**src/hw/dsw_pkg.sv**
```systemverilog
// package for the deep sleep wake status block
// Contract
// RQ1: bit 7 pin-bank wakeup flag goes 1 when pin bank woke chip from deep sleep.
// RQ2: bit 4 timebase wakeup flag goes 1 when time base 0 interrupt woke chip.
// RQ3: bits 6 and 5 are unimplemented and always read zero.
// RQ4: bit 3 core 3V power-on-reset flag set by hardware on 3V domain power-on reset.
// RQ5: core 3V flag cleared by software writing zero or by watchdog-clear instruction.
// RQ6: software sets the pin wakeup mask before deep sleep.
// RQ7: software sets time base 0 control and its flag before deep sleep.
// RQ8: implemented bits read back; writing zero clears the two wakeup flags.
// RQ9: halt with deep-sleep arm bit set enters deep sleep.
// RQ10: pin-bank falling edge or time base 0 interrupt wakes; restart at 0000h.
// RQ11: time base 0 wakeup works whether or not its interrupt is enabled.
// RQ12: software sets isolation before sleep and clears it after wakeup.
package dsw_pkg;

   // ---------------------------------------------------------------
   // register map
   // ---------------------------------------------------------------
   localparam logic [7:0]  DSW_OFF_PWC     = 8'h00;
   localparam logic [7:0]  DSW_OFF_IRQ_ST  = 8'h04;
   localparam logic [7:0]  DSW_OFF_IRQ_EN  = 8'h08;
   localparam logic [7:0]  DSW_OFF_IRQ_CLR = 8'h0C;
   localparam logic [7:0]  DSW_OFF_STATE   = 8'h10;

   localparam int DSW_B_PIN  = 7;
   localparam int DSW_B_TB   = 4;
   localparam int DSW_B_POR  = 3;
   localparam int DSW_B_LDO  = 2;
   localparam int DSW_B_ISO  = 1;
   localparam int DSW_B_ARM  = 0;

   localparam logic [7:0]  DSW_PWC_RESET   = 8'h08;
   localparam logic [7:0]  DSW_PWC_MASK    = 8'h9F;
   localparam logic [15:0] DSW_RESTART_PC  = 16'h0000;

   // interrupt events: 0 pin wake, 1 timebase wake, 2 sleep entry
   localparam int DSW_NIRQ = 3;

   localparam logic [1:0]  DSW_RESP_OK     = 2'h0;
   localparam logic [1:0]  DSW_RESP_SLVERR = 2'h2;

   typedef enum logic [1:0] {
      DSW_RUN   = 2'h1,
      DSW_SLEEP = 2'h2
   } dsw_mode_t;

   typedef struct packed {
      logic       ldo_low_current_sel;
      logic       io_iso_en;
      logic       deep_sleep_arm;
      logic       deep_sleep;
      logic [15:0] restart_pc;
      logic       restart;
   } dsw_pwr_t;

   typedef struct packed {
      logic       halt_instr;
      logic       watchdog_clear_instr;
      logic       core3v_por;
      logic       pin_bank_fall;
      logic       timebase_irq;
   } dsw_evt_t;

endpackage : dsw_pkg

```
**src/hw/dsw_irq.sv**
```systemverilog
// sticky status, enable and clear for the block's interrupt
`timescale 1ns/10ps
module dsw_irq import dsw_pkg::*; #(
   parameter int N = DSW_NIRQ
) (
   input  wire logic         aclk,
   input  wire logic         aresetn,
   input  wire logic [N-1:0] evt,
   input  wire logic [N-1:0] clr,
   input  wire logic         en_we,
   input  wire logic [N-1:0] en_wdata,
   output      logic [N-1:0] status,
   output      logic [N-1:0] enable,
   output      logic         irq
);

   typedef struct packed {
      logic [N-1:0] st;
      logic [N-1:0] en;
      logic         irq;
   } dsw_irq_st_t;

   dsw_irq_st_t s_q, s_d;

   always_comb begin
      s_d = s_q;
      // set wins over clear
      s_d.st = (s_q.st & ~clr) | evt;
      if (en_we) begin
         s_d.en = en_wdata;
      end
      s_d.irq = |(s_d.st & s_d.en);
   end

   always_ff @(posedge aclk) begin
      if (!aresetn) begin
         s_q <= '0;
      end else begin
         s_q <= s_d;
      end
   end

   assign status = s_q.st;
   assign enable = s_q.en;
   assign irq    = s_q.irq;

   a_irq_level : assert property (@(posedge aclk) disable iff (!aresetn)
      irq == |(status & enable)) else $error("irq level wrong");
   a_irq_sticky : assert property (@(posedge aclk) disable iff (!aresetn)
      |evt |=> |status) else $error("event not latched");

endmodule // dsw_irq

```
**src/hw/dsw_top.sv**
```systemverilog
// power and wake control register with AXI4-Lite access
//
// Design decisions made here: the register offsets and the AXI4-Lite interface to the registers.
`timescale 1ns/10ps
module dsw_top import dsw_pkg::*; (
   input  wire logic        aclk,
   input  wire logic        aresetn,
   input  wire logic [7:0]  s_axi_awaddr,
   input  wire logic        s_axi_awvalid,
   output      logic        s_axi_awready,
   input  wire logic [31:0] s_axi_wdata,
   input  wire logic [3:0]  s_axi_wstrb,
   input  wire logic        s_axi_wvalid,
   output      logic        s_axi_wready,
   output      logic [1:0]  s_axi_bresp,
   output      logic        s_axi_bvalid,
   input  wire logic        s_axi_bready,
   input  wire logic [7:0]  s_axi_araddr,
   input  wire logic        s_axi_arvalid,
   output      logic        s_axi_arready,
   output      logic [31:0] s_axi_rdata,
   output      logic [1:0]  s_axi_rresp,
   output      logic        s_axi_rvalid,
   input  wire logic        s_axi_rready,
   input  wire dsw_evt_t    evt,
   output      dsw_pwr_t    pwr,
   output      logic        irq
);

   // ---------------------------------------------------------------
   // state
   // ---------------------------------------------------------------
   typedef struct packed {
      logic [7:0]  aw_addr;
      logic        aw_have;
      logic [31:0] w_data;
      logic        w_strb0;
      logic        w_have;
      logic        bvalid;
      logic [1:0]  bresp;
      logic        rvalid;
      logic [1:0]  rresp;
      logic [31:0] rdata;
      logic [7:0]  pwc;
      dsw_mode_t   mode;
      logic        restart;
      logic        pin_q;
      logic        tb_q;
   } dsw_st_t;

   dsw_st_t q, d;

   logic [DSW_NIRQ-1:0] irq_evt, irq_clr, irq_st, irq_en;
   logic                irq_en_we;
   logic                wr_go, rd_go, pin_edge, tb_edge, wake_pin, wake_tb, enter;

   function automatic logic [31:0] rd_mux(input logic [7:0] a, input dsw_st_t s,
                                          input logic [DSW_NIRQ-1:0] st,
                                          input logic [DSW_NIRQ-1:0] en);
      case (a)
         // unimplemented bits read zero
         DSW_OFF_PWC:    rd_mux = {24'h000000, s.pwc & DSW_PWC_MASK};
         DSW_OFF_IRQ_ST: rd_mux = {29'h00000000, st};
         DSW_OFF_IRQ_EN: rd_mux = {29'h00000000, en};
         DSW_OFF_STATE:  rd_mux = {30'h00000000, s.mode};
         default:        rd_mux = 32'h00000000;
      endcase
   endfunction

   function automatic logic known(input logic [7:0] a);
      known = (a == DSW_OFF_PWC) || (a == DSW_OFF_IRQ_ST) || (a == DSW_OFF_IRQ_EN) ||
              (a == DSW_OFF_IRQ_CLR) || (a == DSW_OFF_STATE);
   endfunction

   assign wr_go    = q.aw_have && q.w_have && !q.bvalid;
   assign rd_go    = s_axi_arvalid && !q.rvalid;
   assign pin_edge = q.pin_q && !evt.pin_bank_fall ? 1'b0 : (evt.pin_bank_fall && !q.pin_q);
   assign tb_edge  = evt.timebase_irq && !q.tb_q;
   // wake only from deep sleep; interrupt enable not consulted
   assign wake_pin = (q.mode == DSW_SLEEP) && pin_edge;
   // RQ11: tb wake, enable ignored
   assign wake_tb  = (q.mode == DSW_SLEEP) && tb_edge && !wake_pin;
   assign enter    = (q.mode == DSW_RUN) && evt.halt_instr && q.pwc[DSW_B_ARM];

   // ---------------------------------------------------------------
   // next state
   // ---------------------------------------------------------------
   always_comb begin
      d = q;
      d.pin_q   = evt.pin_bank_fall;
      d.tb_q    = evt.timebase_irq;
      d.restart = 1'b0;
      if (s_axi_awvalid && !q.aw_have) begin
         d.aw_have = 1'b1;
         d.aw_addr = s_axi_awaddr;
      end
      if (s_axi_wvalid && !q.w_have) begin
         d.w_have  = 1'b1;
         d.w_data  = s_axi_wdata;
         d.w_strb0 = s_axi_wstrb[0];
      end
      if (wr_go) begin
         d.aw_have = 1'b0;
         d.w_have  = 1'b0;
         d.bvalid  = 1'b1;
         d.bresp   = known(q.aw_addr) ? DSW_RESP_OK : DSW_RESP_SLVERR;
         // RQ8: software write, readback
         if (q.aw_addr == DSW_OFF_PWC && q.w_strb0) begin
            d.pwc = q.w_data[7:0] & DSW_PWC_MASK;
         end
      end
      if (q.bvalid && s_axi_bready) begin
         d.bvalid = 1'b0;
      end
      if (rd_go) begin
         d.rvalid = 1'b1;
         d.rresp  = known(s_axi_araddr) ? DSW_RESP_OK : DSW_RESP_SLVERR;
         d.rdata  = rd_mux(s_axi_araddr, q, irq_st, irq_en);
      end else if (q.rvalid && s_axi_rready) begin
         d.rvalid = 1'b0;
      end
      // RQ5: watchdog clear drops por flag
      if (evt.watchdog_clear_instr) begin
         d.pwc[DSW_B_POR] = 1'b0;
      end
      // RQ4: hardware set wins
      if (evt.core3v_por) begin
         d.pwc[DSW_B_POR] = 1'b1;
      end
      // RQ9: halt with arm enters sleep
      if (enter) begin
         d.mode = DSW_SLEEP;
      end
      // RQ10: wake and restart
      if (wake_pin || wake_tb) begin
         d.mode    = DSW_RUN;
         d.restart = 1'b1;
      end
      // RQ1: pin bank wake flag
      if (wake_pin) begin
         d.pwc[DSW_B_PIN] = 1'b1;
      end
      // RQ2: timebase wake flag
      if (wake_tb) begin
         d.pwc[DSW_B_TB] = 1'b1;
      end
      // RQ3: reserved bits forced zero
      d.pwc = d.pwc & DSW_PWC_MASK;
      case (d.mode)
         DSW_RUN, DSW_SLEEP: d.mode = d.mode;
         default:            d.mode = DSW_RUN;
      endcase
   end

   always_ff @(posedge aclk) begin
      if (!aresetn) begin
         q      <= '0;
         q.pwc  <= DSW_PWC_RESET;
         q.mode <= DSW_RUN;
      end else begin
         q <= d;
      end
   end

   // ---------------------------------------------------------------
   // interrupts
   // ---------------------------------------------------------------
   assign irq_evt   = {enter, wake_tb, wake_pin};
   assign irq_clr   = (wr_go && q.aw_addr == DSW_OFF_IRQ_CLR) ? q.w_data[DSW_NIRQ-1:0] : '0;
   assign irq_en_we = wr_go && q.aw_addr == DSW_OFF_IRQ_EN;

   dsw_irq #(.N(DSW_NIRQ)) u_irq (
      .aclk     (aclk),
      .aresetn  (aresetn),
      .evt      (irq_evt),
      .clr      (irq_clr),
      .en_we    (irq_en_we),
      .en_wdata (q.w_data[DSW_NIRQ-1:0]),
      .status   (irq_st),
      .enable   (irq_en),
      .irq      (irq)
   );

   // ---------------------------------------------------------------
   // outputs
   // ---------------------------------------------------------------
   assign s_axi_awready = !q.aw_have;
   assign s_axi_wready  = !q.w_have;
   assign s_axi_bvalid  = q.bvalid;
   assign s_axi_bresp   = q.bresp;
   assign s_axi_arready = !q.rvalid;
   assign s_axi_rvalid  = q.rvalid;
   assign s_axi_rresp   = q.rresp;
   assign s_axi_rdata   = q.rdata;
   assign pwr.ldo_low_current_sel = q.pwc[DSW_B_LDO];
   assign pwr.io_iso_en           = q.pwc[DSW_B_ISO];
   assign pwr.deep_sleep_arm      = q.pwc[DSW_B_ARM];
   assign pwr.deep_sleep          = (q.mode == DSW_SLEEP);
   assign pwr.restart_pc          = DSW_RESTART_PC;
   assign pwr.restart             = q.restart;

   // ---------------------------------------------------------------
   // checks
   // ---------------------------------------------------------------
   a_pin_flag_set : assert property (@(posedge aclk) disable iff (!aresetn) // RQ1
      wake_pin |=> q.pwc[DSW_B_PIN]) else $error("pin wake flag not set");
   a_tb_flag_set : assert property (@(posedge aclk) disable iff (!aresetn) // RQ2
      wake_tb |=> q.pwc[DSW_B_TB]) else $error("timebase wake flag not set");
   a_reserved_zero : assert property (@(posedge aclk) disable iff (!aresetn) // RQ3
      q.pwc[6:5] == 2'h0) else $error("reserved bits nonzero");
   a_por_flag_set : assert property (@(posedge aclk) disable iff (!aresetn) // RQ4
      evt.core3v_por |=> q.pwc[DSW_B_POR]) else $error("por flag not set");
   a_por_wdt_clear : assert property (@(posedge aclk) disable iff (!aresetn) // RQ5
      evt.watchdog_clear_instr && !evt.core3v_por |=> !q.pwc[DSW_B_POR]) else $error("por not cleared");
   a_pwc_readback : assert property (@(posedge aclk) disable iff (!aresetn) // RQ8
      rd_go && s_axi_araddr == DSW_OFF_PWC |=> s_axi_rdata[7:0] == $past(q.pwc)) else $error("readback wrong");
   a_sleep_entry : assert property (@(posedge aclk) disable iff (!aresetn) // RQ9
      enter |=> pwr.deep_sleep) else $error("sleep not entered");
   a_wake_restart : assert property (@(posedge aclk) disable iff (!aresetn) // RQ10
      (wake_pin || wake_tb) |=> pwr.restart && !pwr.deep_sleep ##1 !pwr.restart) else $error("wake restart wrong");
   a_tb_no_enable : assert property (@(posedge aclk) disable iff (!aresetn) // RQ11
      pwr.deep_sleep && tb_edge |=> !pwr.deep_sleep) else $error("timebase did not wake");

   c_sleep_pin : cover property (@(posedge aclk) disable iff (!aresetn) enter ##[1:50] wake_pin);
   c_sleep_tb : cover property (@(posedge aclk) disable iff (!aresetn) enter ##[1:50] wake_tb);
   c_irq : cover property (@(posedge aclk) disable iff (!aresetn) $rose(irq));

endmodule // dsw_top

```
**config.mk**
```make
export PLATFORM = sky130hd
export DESIGN_NAME = dsw_top
export DESIGN_NICKNAME = d
export VERILOG_FILES = /design/src/hw/dsw_pkg.sv /design/src/hw/dsw_irq.sv /design/src/hw/dsw_top.sv
export SDC_FILE = /design/constraint.sdc
export NUM_CORES = 1
export LEC_CHECK = 0
export ABC_AREA = 1
export BUFFER_PORTS_ARGS = -buffer_cell sky130_fd_sc_hd__buf_2
export CAP_MARGIN = 20
export CORE_AREA = 2 2 77 98
export CTS_CLUSTER_DIAMETER = 200
export DETAILED_ROUTE_END_ITERATION = 16
export DIE_AREA = 0 0 79 100
export PLACE_DENSITY = 0.75
export SYNTH_ARGS = -nofsm -noshare
export SYNTH_HDL_FRONTEND = slang
export SYNTH_HIERARCHICAL = 1
export SYNTH_SLANG_ARGS = --single-unit
```
**constraint.sdc**
```tcl
create_clock -name aclk -period 1.85 [get_ports aclk]
set_input_delay 0.37 -clock aclk [delete_from_list [all_inputs] [get_ports aclk]]
set_output_delay 0.37 -clock aclk [all_outputs]
set_load 0.05 [all_outputs]
```
=== Word level (Yosys, flattened, before mapping) ===
Cells that the tools add are included.

* Muxes and demuxes: 15
* Reduce and logical (&&, ||, !) cells: 54
* Bitwise operators: 5
* Eq/ne operators: 12

{| class="wikitable"
|+ Operators with widths
! operator !! number
|-
| 8-bit by 4-bit == test with 1-bit output, second input constant || 4
|-
| 8-bit case mux with 4 select lines || 1
|-
| 1-bit logical AND || 18
|-
| 8-bit by 3-bit == test with 1-bit output, second input constant || 2
|-
| 8-bit by 5-bit == test with 1-bit output, second input constant || 2
|-
| 8-bit logical NOT || 2
|-
| 8-bit 2-to-1 mux || 2
|-
| 2-bit nonzero test || 7
|-
| 2-bit AND reduction || 5
|-
| 1-bit logical OR || 9
|-
| 3-bit 2-to-1 mux || 3
|-
| 1-bit logical NOT || 8
|-
| 2-bit OR reduction || 4
|-
| 3-bit AND || 2
|-
| 1-bit 2-to-1 mux || 6
|-
| 2-bit 2-to-1 mux || 3
|-
| 2-bit by 1-bit == test with 1-bit output, second input constant || 2
|-
| 2-bit == test, second input constant || 2
|-
| 3-bit NOT || 1
|-
| 3-bit bitwise OR || 1
|-
| 3-bit OR reduction || 1
|-
| 1-bit NOT || 1
|}

* Output and inout bits: 63
* Bits in registers: 101
* Logic and storage cells: 108
* Bits of input ports: 64

=== Depth between registers and ports, before layout ===
* Depth in word-level cells: 11
* Mapped depth: 11
* Gate-level depth less buffers: 11

=== Hierarchy ===
Netlist, hierarchy kept.

{| class="wikitable"
|+ Modules (own cells, without submodules)
! module !! area an instance (um2) !! seq. area each (um2) !! cells each !! instances
|-
| dsw_top || 2109.5 || 760.7 || 296 || 1
|-
| dsw_irq || 279.0 || 140.1 || 40 || 1
|}

=== Worst setup path before layout ===
OpenSTA, ideal clock, no wires.

* Path kind: reg2reg
* Start point: register q (netlist bit s_axi_rvalid)
* End point: register q (netlist bit s_axi_rresp[1])
* Library setup time: 0.122 ns
* Cell stages (with the launch flop): 7
* Buffers on the path: 1
* Path slack: 0.144 ns
* Data required time: 1.728 ns
* Data arrival time: 1.584 ns
* Clock period less this slack: 1.706 ns
* Path through: dfxtp_1 > inv_1 > nand2_1 > inv_1 > buf_2 > o21ai_0 > a21oi_1

* Longest elaborated chain between the ends: 2

{| class="wikitable"
|+ Ends and longest elaborated chain
! element !! line !! source
|-
| start: declaration || dsw_top.sv:51 || <nowiki>dsw_st_t q, d;</nowiki>
|-
| 1-bit logical NOT || n/a ||
|-
| via s_axi_arready || dsw_top.sv:20 || <nowiki>output logic s_axi_arready,</nowiki>
|-
| 1-bit logical AND || dsw_top.sv:76 || <nowiki>assign rd_go = s_axi_arvalid && !q.rvalid;</nowiki>
|}

The timed path passes the listed nets, and every way through them passes these cells.
A chain may end at the register's enable or synchronous reset.

=== Worst setup path in the final report ===
* Start point: register q[93] (netlist name)
* End point: register u_irq.s_q (netlist bit u_irq/irq)

* Elaborated cells between the ends (all ways): 11
* Those cells by class: 2 x eq/ne; 2 x mux; 4 x bitwise; 3 x reduce/logical

{| class="wikitable"
|+ RTL lines
! element !! line !! source
|-
| 8-bit by 4-bit == test with 1-bit output || dsw_top.sv:170 || <nowiki>assign irq_en_we = wr_go && q.aw_addr == DSW_OFF_IRQ_EN;</nowiki>
|-
| 1-bit logical AND || dsw_top.sv:170 ||
|-
| via irq_en_we || dsw_top.sv:54 || <nowiki>logic irq_en_we;</nowiki>
|-
| 3-bit 2-to-1 mux || dsw_irq.sv:29 || <nowiki>if (en_we) begin</nowiki>
|-
| 3-bit AND || dsw_irq.sv:32 || <nowiki>s_d.irq = |(s_d.st & s_d.en);</nowiki>
|-
| 3-bit OR reduction || dsw_irq.sv:32 ||
|-
| end signal: assignment || dsw_irq.sv:37 || <nowiki>s_q <= '0;</nowiki>
|-
| end signal: assignment || dsw_irq.sv:39 || <nowiki>s_q <= s_d;</nowiki>
|-
| end: declaration || dsw_irq.sv:23 || <nowiki>dsw_irq_st_t s_q, s_d;</nowiki>
|}

The timed path passes the listed nets, and every way through them passes these cells.

==> run_results.csv <==
group,metric,value,unit
yosys,post_synth_instance_area,2390,µm²
critical_path,critPathLaunch,"q[93]",
final_layout,number_of_antenna_cells_inserted,0,
clocking,setup_fix_bufs_post_cts,0,
die,top_level_ports,127,
critical_path,critical-path-top-cell-by-count,"sky130_fd_sc_hd__nand3_1",
timing,grt_setup_unrepaired,"false",
global_routing,gr-total-overflow,0,
timing,fin_crit,1.57,ns
critical_path,cell_family_contributing_the_most_delay_on_the_critical_path,"simple AND/OR/NAND/NOR gates",
timing,report.final.slew_viol_count,0,
critical_path,slowest_stage,"sky130_fd_sc_hd__dfxtp_1",
global_routing,globalRouteTotalUtil,12.5,%
global_routing,vias_in_the_first_global_route,1832,
die,die-area,7900,µm²
critical_path,timing_worst_setup_path_type,"reg -> reg",
placement,io_buffer_count,53,
critical_path,cp_data_arrival_time,1.77,ns
yosys,ys_seq_elements,45,
critical_path,timing.critical_path.slowest_cell_delay,0.32,ns
final_layout,layout.cell_area.non_filler,2610,µm²
detailed_routing,vias_per_inst,4.25,
timing,setup_total_negative_slack,0,ns
clocking,clkSlewWorstSetupHoldPaths,0.08,ns
job,cap_viol_max_count,0,
yosys,synth_area_per_cell,7.11,µm²
detailed_routing,drc,0,
final_layout,layout-drive-gt1-share,21.5,%
detailed_routing,vias,2016,
clocking,cts_max_level,2,
clocking,cts_hold_buf,0,
global_routing,antenna_found_initial,0,
yosys,ys.warnings.count,6,
final_layout,final_core_util,36.7,%
global_routing,grt_pass1_wl,7.88,mm
critical_path,crit_end,"u_irq/irq",
critical_path,worst_reg2reg_endpoint,"u_irq/irq",
critical_path,r2r.worst_path.cells,11,
die,die_width,79,µm
run_status,outcome,"finished, final reports clean",
critical_path,cp-end-kind,"register",
critical_path,crit_path_start_kind,"register",
power_and_ir_drop,leak,1.39,nW
die,die_h,100,µm
power_and_ir_drop,netSwitchingPower,0.000736,W
yosys,netlist-cell-type-count,24,
detailed_routing,drt_pre_antenna_iters,4,
placement,number_of_instances_in_the_placed_design,466,
timing,finalSetupViolCount,0,
yosys,yosysSeqAreaShare,37.7,%
global_routing,grt_max_degree,26,
placement,post-dp-hpwl,3.77,mm
detailed_routing,routedWlPerCell,9.75,µm
power_and_ir_drop,seqPwrFrac,47.8,%
timing,finalCritPeriodShare,85.0,%
detailed_routing,route.final.wire_length,4.62,mm
power_and_ir_drop,p_clk_share,30.5,%
final_layout,num-nets-final,445,
clocking,clock_buffers_created_by_tritoncts,5,
critical_path,critical_path_peak_fanout,4,
power_and_ir_drop,switching_share,33.9,%
placement,place.gp.congestion,0.804,
critical_path,rrSetupSlack,0.28,ns
clocking,ctsResizeCount,0,
critical_path,path_depth,11,
critical_path,required,2.04,ns
timing,finalHoldViolCount,0,
worst_hold_path,min-delay-start,"s_axi_bready",
placement,placed_cell_area,2500,µm²
timing,clock_skew,0.00326,ns
final_layout,layoutNonFillerInstCount,474,
clocking,clock_tree.root_cell,"sky130_fd_sc_hd__clkbuf_8",
final_layout,syn_to_final_growth,9.06,%
die,initial_core_util,33.7,%
clocking,cts-root-to-sink-buffers,2,
yosys,cells_after_synthesis,336,
critical_path,cp.buffers_inverters,3,
critical_path,r2r-start,"q[93]",
worst_hold_path,type_of_the_tightest_min_delay_check,"in -> reg",
clocking,cts_sinks,45,
power_and_ir_drop,cell_internal_pwr,0.00144,W
timing,fmax,636,MHz
clocking,tritoncts_clock_tree,"done",
critical_path,timing.critical_path.cells,"nor3_2 -> nand3_1 -> inv_2 -> nand2_1 -> nor3_1 -> buf_4 -> inv_2 -> nand2_2 -> nand2_1 -> nand3_1 -> nand3_1",
detailed_routing,dr.first_iter.drc_count,109,
die,row_count,35,
power_and_ir_drop,areal_power_density_over_the_cells,835,nW/µm²
power_and_ir_drop,p_total,0.00218,W
power_and_ir_drop,power_frac_comb,21.7,%
detailed_routing,final_antenna_net_count,0,
clocking,insertion_delay,0.30,ns
die,core_area,7090,µm²
power_and_ir_drop,vdd_ir_drop_max,0.451,mV
how the worst min path moves through the flow:
stage / slack, ns / to / depth (start not counted)
2_1_floorplan: 0.44 / s_axi_rdata[3] / 2
3_3_place_gp: 0.46 / s_axi_rdata[7] / 2
3_5_place_dp: 0.46 / s_axi_rdata[1] / 2
4_1_cts: 0.25 / s_axi_bvalid / 2
5_1_grt: 0.25 / q[0] / 3
6_report: 0.25 / s_axi_bvalid / 2
cell families after synthesis:
family	after synthesis	synth area share (%)
compound gates	58	12.5
buf+inv	105	25.7
flops	45	37.7
other cells	1	0.157
simple gates	127	23.9
registers in the layout, indices dropped and copies added (netlist names):
| register | cells |
|---|---|
| u_irq/irq | 1 |
| s_axi_rdata | 6 |
| q | 24 |
| u_irq/status | 3 |
| s_axi_rvalid | 1 |
| s_axi_rresp | 1 |
| u_irq/enable | 3 |
| s_axi_bresp | 1 |
| s_axi_bvalid | 1 |
| pwr | 4 |
cells in the mapped netlist (all sizes together):
cell    number  share of area, %
a211oi       1              0.31
a21oi       25               5.2
buf         59                18
clkbuf       2              0.31
conb         1              0.16
dfxtp       45                38
inv         44               6.9
nand2       53               9.0
nand3       21               4.4
nand4        1              0.26
nor2        49               9.3
nor3         3               1.0
o21a         1              0.31
o21ai       30               6.3
o21bai       1              0.31
layout make-up:
class / instances / area (µm²)
Timing Repair Buffer: 56 / 288
Inverter: 44 / 165
Sequential cell: 45 / 901
Clock inverter: 1 / 5.00
Clock buffer: 7 / 96.3
Tap cell: 92 / 115
Multi-Input combinational cell: 229 / 1030
Fill cell: 760 / 4490
placed cells by master (no fill, tap or decap), drive strengths merged:
cell type and count:
a21oi 25, o21ai 30, nor2 49, nand2 53
a211oi 1, nand3 21, dfxtp 45, inv 44
nand4 1, clkbuf 7, clkinv 1, o21bai 1
buf 56, o21a 1, conb 44, nor3 3
stage by stage:
stage,hold slack (ns),worst slack (ns)
finish,0.252,0.277
global route,0.248,0.0793
CTS,0.248,0.271
detailed placement,0.463,0.287
global placement,0.458,0.313
floorplan,0.437,0.144
routing by layer:
layer / routed length [µm] / global-route usage, % / share of wire, % / vias to the layer above
li1: - / - / - / 1038
met1: 1940 / 14.4 / 42 / 892
met2: 2240 / 22.0 / 48 / 79
met3: 367 / 3.15 / 7.9 / 7
met4: 79 / 5.17 / 1.7 / 0
met5: 0 / 0 / 0 / -
power groups by stage:
| stage | clock network, W | logic [W] | registers (W) |
|---|---|---|---|
| 2_1_floorplan | 0 | 0.000465 | 0.00107 |
| 3_3_place_gp | 0 | 0.000467 | 0.00106 |
| 6_report | 0.000663 | 0.000472 | 0.00104 |
| 5_1_grt | 0.000722 | 0.000513 | 0.00105 |
| 4_1_cts | 0.000679 | 0.000474 | 0.00104 |
| 3_5_place_dp | 0 | 0.000473 | 0.00106 |
Power figures use the tool's default switching activity.
